[config.mk]
export PLATFORM = sky130hd
export DESIGN_NAME = csmc_core
export DESIGN_NICKNAME = d
export VERILOG_FILES = /design/src/rtl/csmc_pkg.sv /design/src/rtl/csmc_nv_if.sv /design/src/rtl/csmc_nv_store.sv /design/src/rtl/csmc_core.sv
export SDC_FILE = /design/constraint.sdc
export NUM_CORES = 1
export LEC_CHECK = 0
export CAP_MARGIN = 10
export CORE_UTILIZATION = 30
export DETAILED_ROUTE_END_ITERATION = 10
export DONT_BUFFER_PORTS = 1
export GPL_TIMING_DRIVEN = 0
export PLACE_DENSITY = 0.43
export SLEW_MARGIN = 15
export SYNTH_ARGS = -nofsm -noshare
export SYNTH_HDL_FRONTEND = slang
export SYNTH_HIERARCHICAL = 1
export SYNTH_SLANG_ARGS = --single-unit
[constraint.sdc]
create_clock -name i_clk_sys -period 3.7 [get_ports i_clk_sys]
set_input_delay 0.555 -clock i_clk_sys [delete_from_list [all_inputs] [get_ports i_clk_sys]]
set_output_delay 0.555 -clock i_clk_sys [all_outputs]
set_load 0.01 [all_outputs]
[src/rtl/csmc_pkg.sv]
// Package for the clock source mode configuration block.
// Holds register offsets, field positions, reset values and the config record.
// Assumes a decoded serial control port gives byte-wide register accesses.
package csmc_pkg;

  // ==========================================================================
  // Register offsets
  localparam logic [9:0] ADDR_PLL_CTRL = 10'h010;
  localparam logic [9:0] ADDR_CAL_CTRL = 10'h018;
  localparam logic [9:0] ADDR_REF_EN = 10'h01c;
  localparam logic [9:0] ADDR_DIV_SET = 10'h1e0;
  localparam logic [9:0] ADDR_SRC_SEL = 10'h1e1;
  localparam logic [9:0] ADDR_UPDATE = 10'h232;
  localparam logic [9:0] ADDR_NV_CTRL = 10'h0b0;

  // ==========================================================================
  // Field positions and encodings
  localparam int unsigned PLL_PWR_LSB = 0;
  localparam int unsigned CP_MODE_LSB = 2;
  localparam int unsigned PFD_POL_BIT = 7;
  localparam int unsigned CAL_BIT = 0;
  localparam int unsigned REF_EN_LSB = 0;
  localparam int unsigned DIV_SEL_LSB = 0;
  localparam int unsigned DIV_BYP_BIT = 0;
  localparam int unsigned SRC_SEL_BIT = 1;
  localparam int unsigned UPDATE_BIT = 0;
  localparam int unsigned NV_SAVE_BIT = 0;
  localparam int unsigned NV_BUSY_BIT = 1;
  localparam int unsigned NV_RESTORED_BIT = 2;
  localparam logic [1:0] PLL_PWR_NORMAL = 2'h0;
  localparam logic [1:0] PLL_PWR_ASYNC_PD = 2'h1;

  // ==========================================================================
  // Reset values
  localparam logic [7:0] RST_PLL_CTRL = 8'h01;
  localparam logic [7:0] RST_CAL_CTRL = 8'h00;
  localparam logic [7:0] RST_REF_EN = 8'h00;
  localparam logic [7:0] RST_DIV_SET = 8'h00;
  localparam logic [7:0] RST_SRC_SEL = 8'h00;

  // ==========================================================================
  // Nonvolatile store layout
  localparam logic [2:0] NV_NUM_BYTES = 3'h5;
  // Arbitrary marker value showing the store holds a saved image
  localparam logic [7:0] NV_SIGNATURE = 8'ha5;

  // Configuration record, one byte per register
  typedef struct packed {
    logic [7:0] pll_ctrl;
    logic [7:0] cal_ctrl;
    logic [7:0] ref_en;
    logic [7:0] div_set;
    logic [7:0] src_sel;
  } csmc_cfg_type;

  localparam csmc_cfg_type CFG_RESET = '{
    pll_ctrl: RST_PLL_CTRL,
    cal_ctrl: RST_CAL_CTRL,
    ref_en: RST_REF_EN,
    div_set: RST_DIV_SET,
    src_sel: RST_SRC_SEL
  };

  // Byte of a config record by index, index 0 is the pll control byte
  function automatic logic [7:0] csmc_cfg_byte(input csmc_cfg_type cfg,
                                              input logic [2:0] idx);
    logic [39:0] flat;
    flat = cfg;
    case (idx)
      3'h0: csmc_cfg_byte = flat[39:32];
      3'h1: csmc_cfg_byte = flat[31:24];
      3'h2: csmc_cfg_byte = flat[23:16];
      3'h3: csmc_cfg_byte = flat[15:8];
      default: csmc_cfg_byte = flat[7:0];
    endcase
  endfunction : csmc_cfg_byte

endpackage : csmc_pkg

[src/rtl/csmc_nv_if.sv]
// Interface between the configuration core and its nonvolatile store.
// Assumes both ends run on the same system clock.
`timescale 1ns/10ps
`default_nettype none
interface csmc_nv_if;
  logic save_req;
  csmc_pkg::csmc_cfg_type save_cfg;
  logic busy;
  logic restored;
  logic restore_done;
  csmc_pkg::csmc_cfg_type restore_cfg;

  modport core (output save_req, output save_cfg, input busy, input restored,
                input restore_done, input restore_cfg);
  modport store (input save_req, input save_cfg, output busy, output restored,
                 output restore_done, output restore_cfg);
endinterface : csmc_nv_if
`default_nettype wire

[src/rtl/csmc_nv_store.sv]
// Nonvolatile store for the active configuration image.
// Assumes the array keeps its content across system reset.
`timescale 1ns/10ps
`default_nettype none
module csmc_nv_store (
  // Clock and reset
  input wire logic i_clk_sys,
  input wire logic i_sys_rst,
  // Core side
  csmc_nv_if.store nv
);

  typedef enum logic [1:0] {CSMC_NV_RESTORE, CSMC_NV_IDLE, CSMC_NV_SAVE} csmc_nv_state_type;

  typedef struct packed {
    csmc_nv_state_type state;
    logic [2:0] idx;
    csmc_pkg::csmc_cfg_type data;
    logic restored;
    logic done;
  } csmc_nv_st_type;

  // ==========================================================================
  // State and storage
  csmc_nv_st_type st_reg;
  csmc_nv_st_type st_next;
  logic [7:0] mem [0:5];
  logic [7:0] rd_byte;

  assign rd_byte = mem[st_reg.idx];

  // Sequencing of save and power-up restore
  always_comb begin
    st_next = st_reg;
    st_next.done = 1'b0;
    case (st_reg.state)
      CSMC_NV_RESTORE: begin
        if (st_reg.idx == csmc_pkg::NV_NUM_BYTES) begin
          st_next.state = CSMC_NV_IDLE;
          st_next.idx = 3'h0;
          if (rd_byte == csmc_pkg::NV_SIGNATURE) begin
            st_next.done = 1'b1;
            st_next.restored = 1'b1;
          end
        end else begin
          st_next.data = {st_reg.data[31:0], rd_byte};
          st_next.idx = st_reg.idx + 3'h1;
        end
      end
      CSMC_NV_IDLE: begin
        if (nv.save_req) begin
          st_next.state = CSMC_NV_SAVE;
          st_next.data = nv.save_cfg;
          st_next.idx = 3'h0;
        end
      end
      CSMC_NV_SAVE: begin
        if (st_reg.idx == csmc_pkg::NV_NUM_BYTES) begin
          st_next.state = CSMC_NV_IDLE;
          st_next.idx = 3'h0;
        end else begin
          st_next.idx = st_reg.idx + 3'h1;
        end
      end
      default: st_next.state = CSMC_NV_IDLE;
    endcase
  end

  // State register, restore starts right after reset
  always_ff @(posedge i_clk_sys or posedge i_sys_rst) begin
    if (i_sys_rst) begin
      st_reg <= '{state: CSMC_NV_RESTORE, idx: 3'h0, data: csmc_pkg::CFG_RESET,
                  restored: 1'b0, done: 1'b0};
    end else begin
      st_reg <= st_next;
    end
  end

  // Array write, image bytes then marker last
  always_ff @(posedge i_clk_sys) begin
    if (st_reg.state == CSMC_NV_SAVE) begin
      if (st_reg.idx == csmc_pkg::NV_NUM_BYTES) begin
        mem[st_reg.idx] <= csmc_pkg::NV_SIGNATURE;
      end else begin
        mem[st_reg.idx] <= csmc_pkg::csmc_cfg_byte(st_reg.data, st_reg.idx);
      end
    end
  end

  assign nv.busy = (st_reg.state != CSMC_NV_IDLE);
  assign nv.restored = st_reg.restored;
  assign nv.restore_done = st_reg.done;
  assign nv.restore_cfg = st_reg.data;
endmodule : csmc_nv_store
`default_nettype wire

[src/rtl/csmc_core.sv]
// Clock source mode configuration: staged registers, update strobe, mode outputs.
// Assumes a decoded serial control port delivering byte accesses on i_clk_sys.
//
// Notes on behaviour
// - PLL power field 00 runs the PLL, 01 powers it down asynchronously.
// - Source select bit 1 picks internal oscillator, 0 picks external clock.
// - Bypass bit 1 feeds distribution directly, 0 through oscillator divider.
// - Polarity bit 0 is positive detector polarity, 1 is negative.
// - Configuration can be saved to nonvolatile store and restored at power-up.
`timescale 1ns/10ps
`default_nettype none
module csmc_core (
  // Clock and reset
  input wire logic i_clk_sys,
  input wire logic i_sys_rst,
  // Decoded serial control port
  input wire logic i_wr_en,
  input wire logic i_rd_en,
  input wire logic [9:0] i_addr,
  input wire logic [7:0] i_wdata,
  output logic [7:0] o_rdata,
  output logic o_rd_valid,
  // PLL controls
  output logic o_pll_normal,
  output logic o_pll_power_down,
  output logic o_pfd_negative,
  output logic [1:0] o_charge_pump_pin_mode,
  output logic [2:0] o_ref_enable,
  // Source and divider routing
  output logic o_src_internal_osc,
  output logic o_div_bypass,
  output logic [2:0] o_osc_div_sel,
  // Calibration
  output logic o_cal_start
);

  typedef struct packed {
    csmc_pkg::csmc_cfg_type staged;
    csmc_pkg::csmc_cfg_type active;
    logic [7:0] rdata;
    logic rd_valid;
    logic cal_start;
    logic save_req;
  } csmc_st_type;

  // ==========================================================================
  // State
  csmc_st_type st_reg;
  csmc_st_type st_next;
  csmc_nv_if nv_bus ();
  logic update_hit;

  csmc_nv_store u_nv_store (
    .i_clk_sys (i_clk_sys),
    .i_sys_rst (i_sys_rst),
    .nv (nv_bus.store)
  );

  // Update strobe write decode
  assign update_hit = i_wr_en && (i_addr == csmc_pkg::ADDR_UPDATE)
                      && i_wdata[csmc_pkg::UPDATE_BIT];

  // Register writes, reads, transfer and calibration trigger
  always_comb begin
    st_next = st_reg;
    st_next.rd_valid = i_rd_en;
    st_next.cal_start = 1'b0;
    st_next.save_req = 1'b0;
    if (i_rd_en) begin
      case (i_addr)
        csmc_pkg::ADDR_PLL_CTRL: st_next.rdata = st_reg.staged.pll_ctrl;
        csmc_pkg::ADDR_CAL_CTRL: st_next.rdata = st_reg.staged.cal_ctrl;
        csmc_pkg::ADDR_REF_EN: st_next.rdata = st_reg.staged.ref_en;
        csmc_pkg::ADDR_DIV_SET: st_next.rdata = st_reg.staged.div_set;
        csmc_pkg::ADDR_SRC_SEL: st_next.rdata = st_reg.staged.src_sel;
        csmc_pkg::ADDR_NV_CTRL: begin
          st_next.rdata = 8'h00;
          st_next.rdata[csmc_pkg::NV_BUSY_BIT] = nv_bus.busy;
          st_next.rdata[csmc_pkg::NV_RESTORED_BIT] = nv_bus.restored;
        end
        default: st_next.rdata = 8'h00;
      endcase
    end
    if (nv_bus.restore_done) begin
      // Power-up image wins over any write in the same cycle
      st_next.staged = nv_bus.restore_cfg;
      st_next.active = nv_bus.restore_cfg;
      st_next.cal_start = nv_bus.restore_cfg.cal_ctrl[csmc_pkg::CAL_BIT];
    end else if (i_wr_en) begin
      case (i_addr)
        csmc_pkg::ADDR_PLL_CTRL: st_next.staged.pll_ctrl = i_wdata;
        csmc_pkg::ADDR_CAL_CTRL: st_next.staged.cal_ctrl = i_wdata;
        csmc_pkg::ADDR_REF_EN: st_next.staged.ref_en = i_wdata;
        csmc_pkg::ADDR_DIV_SET: st_next.staged.div_set = i_wdata;
        csmc_pkg::ADDR_SRC_SEL: st_next.staged.src_sel = i_wdata;
        csmc_pkg::ADDR_UPDATE: begin
          if (update_hit) begin
            st_next.active = st_reg.staged;
            // Start only on a 0 to 1 change of the active calibration bit
            st_next.cal_start = st_reg.staged.cal_ctrl[csmc_pkg::CAL_BIT]
                                && !st_reg.active.cal_ctrl[csmc_pkg::CAL_BIT];
          end
        end
        csmc_pkg::ADDR_NV_CTRL: begin
          // Save request ignored while the store is busy
          st_next.save_req = i_wdata[csmc_pkg::NV_SAVE_BIT] && !nv_bus.busy;
        end
        default: st_next = st_next;
      endcase
    end
  end

  // State register
  always_ff @(posedge i_clk_sys or posedge i_sys_rst) begin
    if (i_sys_rst) begin
      st_reg <= '{staged: csmc_pkg::CFG_RESET, active: csmc_pkg::CFG_RESET,
                  rdata: 8'h00, rd_valid: 1'b0, cal_start: 1'b0, save_req: 1'b0};
    end else begin
      st_reg <= st_next;
    end
  end

  // Store handshake
  assign nv_bus.save_req = st_reg.save_req;
  assign nv_bus.save_cfg = st_reg.active;

  // Mode outputs decoded from the active configuration
  assign o_pll_normal = st_reg.active.pll_ctrl[csmc_pkg::PLL_PWR_LSB +: 2]
                        == csmc_pkg::PLL_PWR_NORMAL;
  assign o_pll_power_down = st_reg.active.pll_ctrl[csmc_pkg::PLL_PWR_LSB +: 2]
                            == csmc_pkg::PLL_PWR_ASYNC_PD;
  assign o_pfd_negative = st_reg.active.pll_ctrl[csmc_pkg::PFD_POL_BIT];
  assign o_charge_pump_pin_mode = st_reg.active.pll_ctrl[csmc_pkg::CP_MODE_LSB +: 2];
  assign o_ref_enable = st_reg.active.ref_en[csmc_pkg::REF_EN_LSB +: 3];
  assign o_src_internal_osc = st_reg.active.src_sel[csmc_pkg::SRC_SEL_BIT];
  assign o_div_bypass = st_reg.active.src_sel[csmc_pkg::DIV_BYP_BIT];
  assign o_osc_div_sel = st_reg.active.div_set[csmc_pkg::DIV_SEL_LSB +: 3];
  assign o_cal_start = st_reg.cal_start;
  assign o_rdata = st_reg.rdata;
  assign o_rd_valid = st_reg.rd_valid;
endmodule : csmc_core
`default_nettype wire

=== Word level (Yosys, flattened, before mapping) ===
Memories as Yosys holds them, arrays and structs flattened.
Index checks and enable logic that the tools add are counted.

* Flip-flop bits (word level): 138
* Bits in latches: 0
* RAM bits: 48
* ROM bits: 0
* Input port bits: 22
* Output and inout bits: 23
* Logic and storage cells: 112
* Memories kept: 1

* Add/subtract/negate cells: 1
* Multipliers: 0
* Div/mod/pow operators: 0
* Order comparisons: 0
* Equal/unequal tests: 19
* Shifts and indexed selects: 0
* Muxes and demuxes: 37
* Bitwise operators: 1
* Reductions and logical operators: 30

{| class="wikitable"
|+ Memories
! name !! depth !! width !! read ports !! clocked after Yosys merged registers in !! wr ports !! line !! source
|-
| u_nv_store.mem || 6 || 8 || 1 || 0 || 1 || csmc_nv_store.sv:27 || <nowiki>logic [7:0] mem [0:5];</nowiki>
|}

{| class="wikitable"
|+ Operators by type and width
! cell !! number
|-
| $mux 40 || 3
|-
| $mux 91 || 1
|-
| $mux 80 || 1
|-
| $pmux 40 s2 || 1
|-
| $mux 8 || 9
|-
| $pmux 8 s6 || 1
|-
| $mux 45 || 1
|-
| $pmux 8 s4 || 1
|-
| $eq 10x5->1 const B || 3
|-
| $eq 10x9->1 const B || 2
|-
| $reduce_bool 2->1 || 10
|-
| $mux 1 || 14
|-
| $reduce_and 2->1 || 7
|-
| $eq 10x10->1 const B || 1
|-
| $eq 10x8->1 const B || 1
|-
| $mux 9 || 1
|-
| $reduce_and 3->1 || 3
|-
| $eq 8x8->1 const B || 1
|-
| $eq 3x2->1 const B || 2
|-
| $pmux 3 s2 || 1
|-
| $eq 2x1->1 const B || 2
|-
| $logic_and 1x1->1 || 4
|-
| $logic_not 2->1 || 2
|-
| $ne 2x1->1 const B || 2
|-
| other kinds (12) || 14
|}

=== Logic depth before layout (Yosys ltp) ===
Gate-level depths: netlist of the first run.

* Depth after elaboration: 7
* Mapped depth: 9
* Mapped depth without buffers: 7

=== By module ===
The synthesis of the first run kept the hierarchy.

{| class="wikitable"
|+ By module, submodules not included
! module !! times used !! cells an instance !! area an instance (um^2) !! seq. area each (um^2)
|-
| csmc_core || 1 || 417 || 4775.8 || 2279.7
|-
| csmc_nv_store || 1 || 401 || 4723.3 || 2618.8
|}

=== Worst setup path after synthesis of the first run ===
Ideal clock, no wire load.

* Path type: reg-to-reg
* Start: register u_nv_store/st_reg[42] in the netlist's numbering
* End: memory u_nv_store.mem[4][0] (enable)
* Library setup time: 0.395 ns
* Arrival time: 1.884 ns
* Data required time: 3.305 ns
* Setup slack: 1.422 ns
* Cell stages (with the launch flop): 5
* Path buffers: 3
* Clock period less this slack: 2.278 ns
* Cell sequence: dfrtp_1 buf_2 buf_2 buf_2 nor4_1

* Longest elaborated chain between the ends: 5
* Elaborated cells on any way between the ends: 8
* Those cells by class: eq/ne: 1; mux: 6; bitwise: 1

{| class="wikitable"
|+ Ends and longest elaborated chain
! element !! line !! source
|-
| start: declaration || csmc_nv_store.sv:25 || <nowiki>csmc_nv_st_type st_reg;</nowiki>
|-
| start signal: assignment || csmc_nv_store.sv:72 || <nowiki>st_reg <= '{state: CSMC_NV_RESTORE, idx: 3'h0, data: csmc_pkg::CFG_RESET,</nowiki>
|-
| start signal: assignment || csmc_nv_store.sv:75 || <nowiki>st_reg <= st_next;</nowiki>
|-
| $eq 3x3->1 || csmc_nv_store.sv:82 || <nowiki>if (st_reg.idx == csmc_pkg::NV_NUM_BYTES) begin</nowiki>
|-
| $mux 1 || csmc_nv_store.sv:82 ||
|-
| $mux 1 || csmc_nv_store.sv:81 || <nowiki>if (st_reg.state == CSMC_NV_SAVE) begin</nowiki>
|-
| $mux 1, on equally long branches || csmc_nv_store.sv:83, csmc_nv_store.sv:85 ||
|-
| $or 1x1->1 (no source line) || -- ||
|-
| end: declaration || csmc_nv_store.sv:27 ||
|}

Several ways; a longest one is shown, not always the timed one.

=== Worst setup path after layout of the first run ===
* Start: register u_nv_store/st_reg[44] in the netlist's numbering
* End: memory u_nv_store.mem[3][1] (data pin)

* Longest elaborated chain between the ends: 5
* Elaborated cells on any way between the ends: 12
* Those cells by class: eq/ne: 4; mux: 7; reduce/logical: 1

{| class="wikitable"
|+ Ends and longest elaborated chain
! element !! line !! source
|-
| $eq 3x2->1, or another cell as far along || csmc_pkg.sv:69 || <nowiki>case (idx)</nowiki>
|-
| $pmux 8 s4 / $mux 1 (equally long branches) || csmc_pkg.sv:69, csmc_nv_store.sv:82 ||
|-
| $mux 8 / $mux 1 (equally long branches) || csmc_nv_store.sv:82, csmc_nv_store.sv:81 ||
|-
| $mux 8 / $mux 1 (equally long branches) || csmc_nv_store.sv:81, csmc_nv_store.sv:85 ||
|-
| $mux 8 (no source line) (*) || -- ||
|}

Mark *: on every way between the ends. The rest lies on a longest branch, timed or not. The select of a mux whose other input is x is not followed.

==> results of run 1 <==
## final cells by class
cell class | count | share of cell area (%)
multi-input cells | 502 | 36.14
plain buffers | 111 | 6.392
flip-flops and latches | 186 | 45.83
well taps | 396 | 4.636
clock inverters | 12 | 1.159
repair buffers | 6 | 0.7492
clock buffers | 20 | 4.378
inverters | 19 | 0.7141
## cell families (layout without fill, tap and decap cells)
group | after synthesis | after routing | synth area share [%]
flip-flops | 186 | 186 | 51.57
adder cells (fa/ha/maj) | 1 | 1 | 0.1317
multiplexers | 129 | 129 | 15.20
AND/OR/NAND/NOR | 175 | 175 | 10.42
buffers and inverters | 130 | 168 | 7.942
AO/OA/AOI/OAI | 197 | 197 | 14.74
## layer usage
layer | GRT usage (%) | up-vias | wire [µm] | share of wire (%)
met5 | 0 | - | 0 | 0
met4 | 5.897 | 0 | 544 | 1.8
met3 | 3.606 | 22 | 989 | 3.4
met2 | 28.95 | 102 | 13510 | 46
met1 | 26.79 | 3396 | 14400 | 49
li1 | - | 2999 | - | -
## worst paths after layout
path	start	endpoint	slack, ns	depth (start not counted)
max	u_nv_store/st_reg[44]	u_nv_store/mem[3][1]	0.79	8
min	i_rd_en	o_rd_valid	0.13	0
max reg2reg	u_nv_store/st_reg[44]	u_nv_store/mem[3][1]	0.79	8
min reg2reg	nv_bus.save_cfg[6]	nv_bus.save_cfg[6]	0.48	1
max in group asynchronous	i_sys_rst	nv_bus.save_cfg[5]	2.44	3
min in group asynchronous	i_sys_rst	o_cal_start	0.58	2
## report_power, final
group | internal, mW | switching (mW)
combinational | 0.145 | 0.189
sequential | 2.15 | 0.0957
clock | 1.01 | 0.884
total | 3.31 | 1.17
## cells in the final DEF, fill, tap and decap left out, types with 4 or more instances in the layout
| master | Yosys | routed |
|---|---|---|
| dfrtp_1 | 135 | 135 |
| nand2_1 | 71 | 71 |
| mux2i_1 | 70 | 70 |
| buf_4 | 56 | 59 |
| o21ai_1 | 48 | 48 |
| edfxtp_1 | 48 | 48 |
| mux2_2 | 31 | 31 |
| clkbuf_1 | 29 | 30 |
| a21o_1 | 29 | 29 |
| a22o_1 | 24 | 24 |
| buf_2 | 21 | 21 |
| mux2_1 | 21 | 21 |
| nor2_1 | 19 | 19 |
| clkbuf_16 | 0 | 18 |
| a221o_1 | 16 | 16 |
| o21bai_1 | 16 | 16 |
| a21oi_1 | 16 | 16 |
| and2_1 | 15 | 15 |
| inv_1 | 17 | 15 |
| nand3b_1 | 10 | 10 |
| nor4_1 | 10 | 9 |
| o311ai_1 | 8 | 8 |
| a31oi_1 | 7 | 7 |
| nor2b_1 | 7 | 7 |
| mux4_2 | 7 | 7 |
| nand2b_1 | 6 | 6 |
| a22oi_1 | 6 | 6 |
| inv_6 | 0 | 6 |
| o31ai_1 | 5 | 5 |
| a221oi_1 | 5 | 5 |
| buf_6 | 4 | 4 |
| o2bb2ai_1 | 4 | 4 |
| nor3_1 | 5 | 4 |
| nand3_1 | 4 | 4 |
| o211ai_1 | 4 | 4 |
## timing repair
item / in CTS / in global routing
hold buffers: 1 / 0
setup buffers: 0 / 0
endpoints found under the hold margin: 31 / 0
==> out/metrics.yaml, run 1 <==
grt.overflow.total: 0
dieArea_mm2: 0.03238
ff_latch_area_mm2: 0.004898
fin_tns_setup_ns: 0
rsz0062_at_grt: "no"
power_density_mw_per_mm2: 418.6
syn_to_final_growth_pct: 12.51
ys_warn_count: 6
netlist_area_mm2: 0.009499
yosysSeqAreaShare_pct: 51.57
cts_tree: "done"
cp-end-kind: "flop"
power_mw: 4.474
clk_pin_slew_ns: 0.07
drt_iter0_markers: 502
synthTopCellsByArea: "dfrtp_1, edfxtp_1, mux2i_1"
die_w_um: 179.9
detail_route.wl_per_cell_um: 23.52
antenna_found_initial: 1
synth_cell_types: 60
grt_max_degree: 73
violations: "DRC"
largest_reg_flops: 48
multi_input_area_mm2: 0.003862
cts_buffers: 17
vias_per_cell: 5.207
power.leakage_nw: 5.107
path_buf_inv: 4
status: "finished with violations"
dpl_cell_area_mm2: 0.01009
die_h_um: 179.9
max-slew-margin-rel_pct: 33.49
utilization_pct: 34.58
synth.most_common_cell: "dfrtp_1"
fin_crit_sh_pct: 78.65
dp_slack_ns: 0.8150
cp_slowest_cell: "clkbuf_1"
synth.top_cells.by_count: "dfrtp_1, nand2_1, mux2i_1, buf_4"
grt_usage_pct: 18.89
htreeDepth: 4
setup_viol: 0
ctsResizeCount: 0
first_pass_iters: 7
route.vias.total: 6519
ir_drop_v: 0.0003292
start_kind: "flop"
core_area_mm2: 0.03091
drc: 1
clock_path_buffers: 2
grt_first_pass_wirelength_um: 44540
start_util_pct: 30.73
num_antenna_cells: 0
fin_area_mm2: 0.01069
synthesis.nets: 841
yosysTopAreaCell: "dfrtp_1"
crit_fanout: 10
cp_cell_sequence: "buf_2 -> inv_2 -> clkbuf_1 -> ha_1 -> clkbuf_1 -> a21o_1 -> o21ai_1 -> a31oi_1"
hold_viol: 0
cpMostUsedCell: "clkbuf_1"
ys.flop_type: "dfrtp_1"
gp_congestion: 0.8003
synth_top_area_share_pct: 35.56
fill_cells: 3106
drt-total-wl_um: 29440
fin_cells: 1252
ys_ff_latch: 186
worstSkewPairLatency_ns: 0.45
skew_ns: 0.01319
cp.required_ns: 3.87
cp_top_family: "buffers and inverters"
cp_slowest_stage_delay_ns: 0.50
drv_cap: 0
drv_slew: 0
drive_gt1_share_pct: 20.56
period_minus_slack_ns: 2.910
worst_hold_slack_ns: 0.1271
ant_nets: 0
fmax_ghz: 0.3437
syn_inst: 818
path_class: "flop to flop"
cts.sinks: 186
worst_slack_ns: 0.7901
grt_pass1_vias: 6682
synth.avg_cell_area_um2: 11.61
row_count: 64
fin_nets: 866
tightest_slew_ns: 0.9939
synthArstFlopShare_pct: 74.19
place_inst: 1219
synth_edf_count: 48
io_pins: 45
arrival_ns: 3.08
cts-root-buf: "clkbuf_16"
hp-class: "input pin to flop"
port_buffers: 0
dp_hpwl_um: 21890
(Power assumes the default switching activity.)
==> run 2: changes to the inputs <==
clock period = 3 ns   (was 3.7 ns; I/O delays follow)
==> out/metrics.yaml, run 2 (same netlist as run 1, synthesis figures left out) <==
die_h_um: 179.9  # unchanged
num_antenna_cells: 0  # unchanged
clock_path_buffers: 2  # unchanged
violations: "DRC"
tightest_slew_ns: 1.032  # +0.03822 ns
port_buffers: 0  # unchanged
grt_usage_pct: 18.90  # about the same
io_pins: 45  # unchanged
worst_hold_slack_ns: 0.1583  # +0.03126 ns
htreeDepth: 4  # unchanged
drv_cap: 0  # unchanged
fill_cells: 3107  # +0.032%
arrival_ns: 3.17  # +0.09 ns
power.leakage_nw: 5.111  # about the same
drt-total-wl_um: 29430  # about the same
dieArea_mm2: 0.03238  # unchanged
start_util_pct: 30.73  # unchanged
hold_viol: 0  # unchanged
fin_crit_sh_pct: 92.34  # +14 points
row_count: 64  # unchanged
cts_tree: "done"
fin_nets: 866  # unchanged
skew_ns: 0.01373  # +0.0005425 ns
cts.sinks: 186  # unchanged
grt_max_degree: 73  # unchanged
hp-class: "input pin to flop"
die_w_um: 179.9  # unchanged
vias_per_cell: 5.214  # +0.14%
detail_route.wl_per_cell_um: 23.50  # about the same
first_pass_iters: 8  # +1
grt_pass1_vias: 6686  # +0.060%
met2_length_um: 13480  # -0.21%
largest_reg_flops: 48  # unchanged
maxUsedRoutingLayer: "met4"
core_area_mm2: 0.03091  # unchanged
rsz0062_at_grt: "no"
antenna_found_initial: 1  # unchanged
wl_met1_um: 14360  # -0.31%
drc: 1  # unchanged
drv_slew: 0  # unchanged
cts-root-buf: "clkbuf_16"
path_class: "flop to flop"
max-slew-margin-rel_pct: 30.94  # -2.6 points
fin_tns_setup_ns: 0  # unchanged
final_common_cell: "dfrtp_1"
start_kind: "flop"
period_minus_slack_ns: 2.770  # -0.1396 ns
cts_buffers: 17  # unchanged
ant_nets: 0  # unchanged
crit_fanout: 10  # unchanged
grt.overflow.total: 0  # unchanged
fmax_ghz: 0.3610  # +5.0%
ir_drop_v: 0.0004073  # +24%
wl_met3_um: 1027  # +3.8%
grt_first_pass_wirelength_um: 44550  # about the same
route.vias.total: 6528  # +0.14%
postCtsSetupBuffers: 0  # unchanged
clk_pin_slew_ns: 0.08  # about the same
setup_viol: 0  # unchanged
layout_common_cells: "dfrtp_1, nand2_1, mux2i_1"
utilization_pct: 34.66  # +0.081 points
cp-end-kind: "flop"
drive_gt1_share_pct: 20.91  # +0.35 points
dp_hpwl_um: 21890  # unchanged
worstSkewPairLatency_ns: 0.45  # about the same
drt_iter0_markers: 535  # +6.6%
gp_congestion: 0.8003  # unchanged
status: "finished with violations"
syn_to_final_growth_pct: 12.78
cp.required_ns: 3.40  # -0.47 ns
power_mw: 5.518  # +23%
power_density_mw_per_mm2: 515.1  # +23%
run 2: changes by cell type in the layout (fill, tap and decap cells not counted):
cell | previous run | this run
dlygate4sd3_1 | 1 | 2
a31oi_2 | 0 | 3
clkbuf_1 | 30 | 29
a31oi_1 | 7 | 4
run 2: final timing paths:
check	slack, ns	start	endpoint	cells past startpoint
max	0.23	u_nv_store/nv.restore_done	o_div_bypass	6
min	0.16	i_wdata[4]	st_reg[71]	2
max reg2reg	0.23	u_nv_store/nv.restore_done	o_div_bypass	6
min reg2reg	0.48	nv_bus.save_cfg[6]	nv_bus.save_cfg[6]	1
max in group asynchronous	1.84	i_sys_rst	nv_bus.save_cfg[5]	3
min in group asynchronous	0.47	i_sys_rst	o_cal_start	2
run 2: area by class of cell:
cell class                      instances  area [µm²]  share of cell area (%)
Tap cell                              396       495.5                   4.625
Clock inverter                         12       123.9                   1.156
Multi-Input combinational cell        502        3881                   36.23
Timing Repair Buffer                    7       90.09                  0.8409
Clock buffer                           20       467.9                   4.368
Inverter                               19       76.32                  0.7124
Buffer                                110       679.4                   6.342
Sequential cell                       186        4898                   45.73
run 2: critical path, stage by stage, from the launching register on:
cell and delay, ns:
dfrtp_1 0.40, clkbuf_1 0.27, or4b_1 0.58, nor4_2 0.64, buf_2 0.45, a22o_1 0.27, a21o_1 0.10
run 2: routing by layer:
metal | up-vias | GRT usage [%]
li1 | 3004 | -
met1 | 3383 | 26.81
met2 | 116 | 28.95
met3 | 25 | 3.606
met4 | 0 | 5.897
met5 | - | 0
run 2: power breakdown:
part	switching (mW)	total [mW]	internal (mW)	leakage (nW)
clock	1.09	2.33	1.24	0.291
combinational	0.235	0.415	0.180	2.47
sequential	0.117	2.77	2.65	2.35
total	1.44	5.52	4.08	5.11
run 2: repair_timing:
| item | in CTS | in global routing |
|---|---|---|
| resized for setup | 0 | 3 |
| hold buffers | 2 | 0 |
| hold endpoints to repair | 32 | 0 |
| setup endpoints to repair | 0 | 24 |
run 2: stage by stage:
| stage | std cells | instance area, µm² | setup slack (ns) |
|---|---|---|---|
| after floorplan | 818 | 9499 | 0.1897 |
| after global placement | 1214 | 9995 | -1.359 |
| after detailed placement | 1219 | 10090 | 0.1150 |
| after CTS | 1253 | 10700 | 0.09703 |
| after global routing | 1252 | 10710 | 0.04714 |
| final | 1252 | 10710 | 0.2297 |
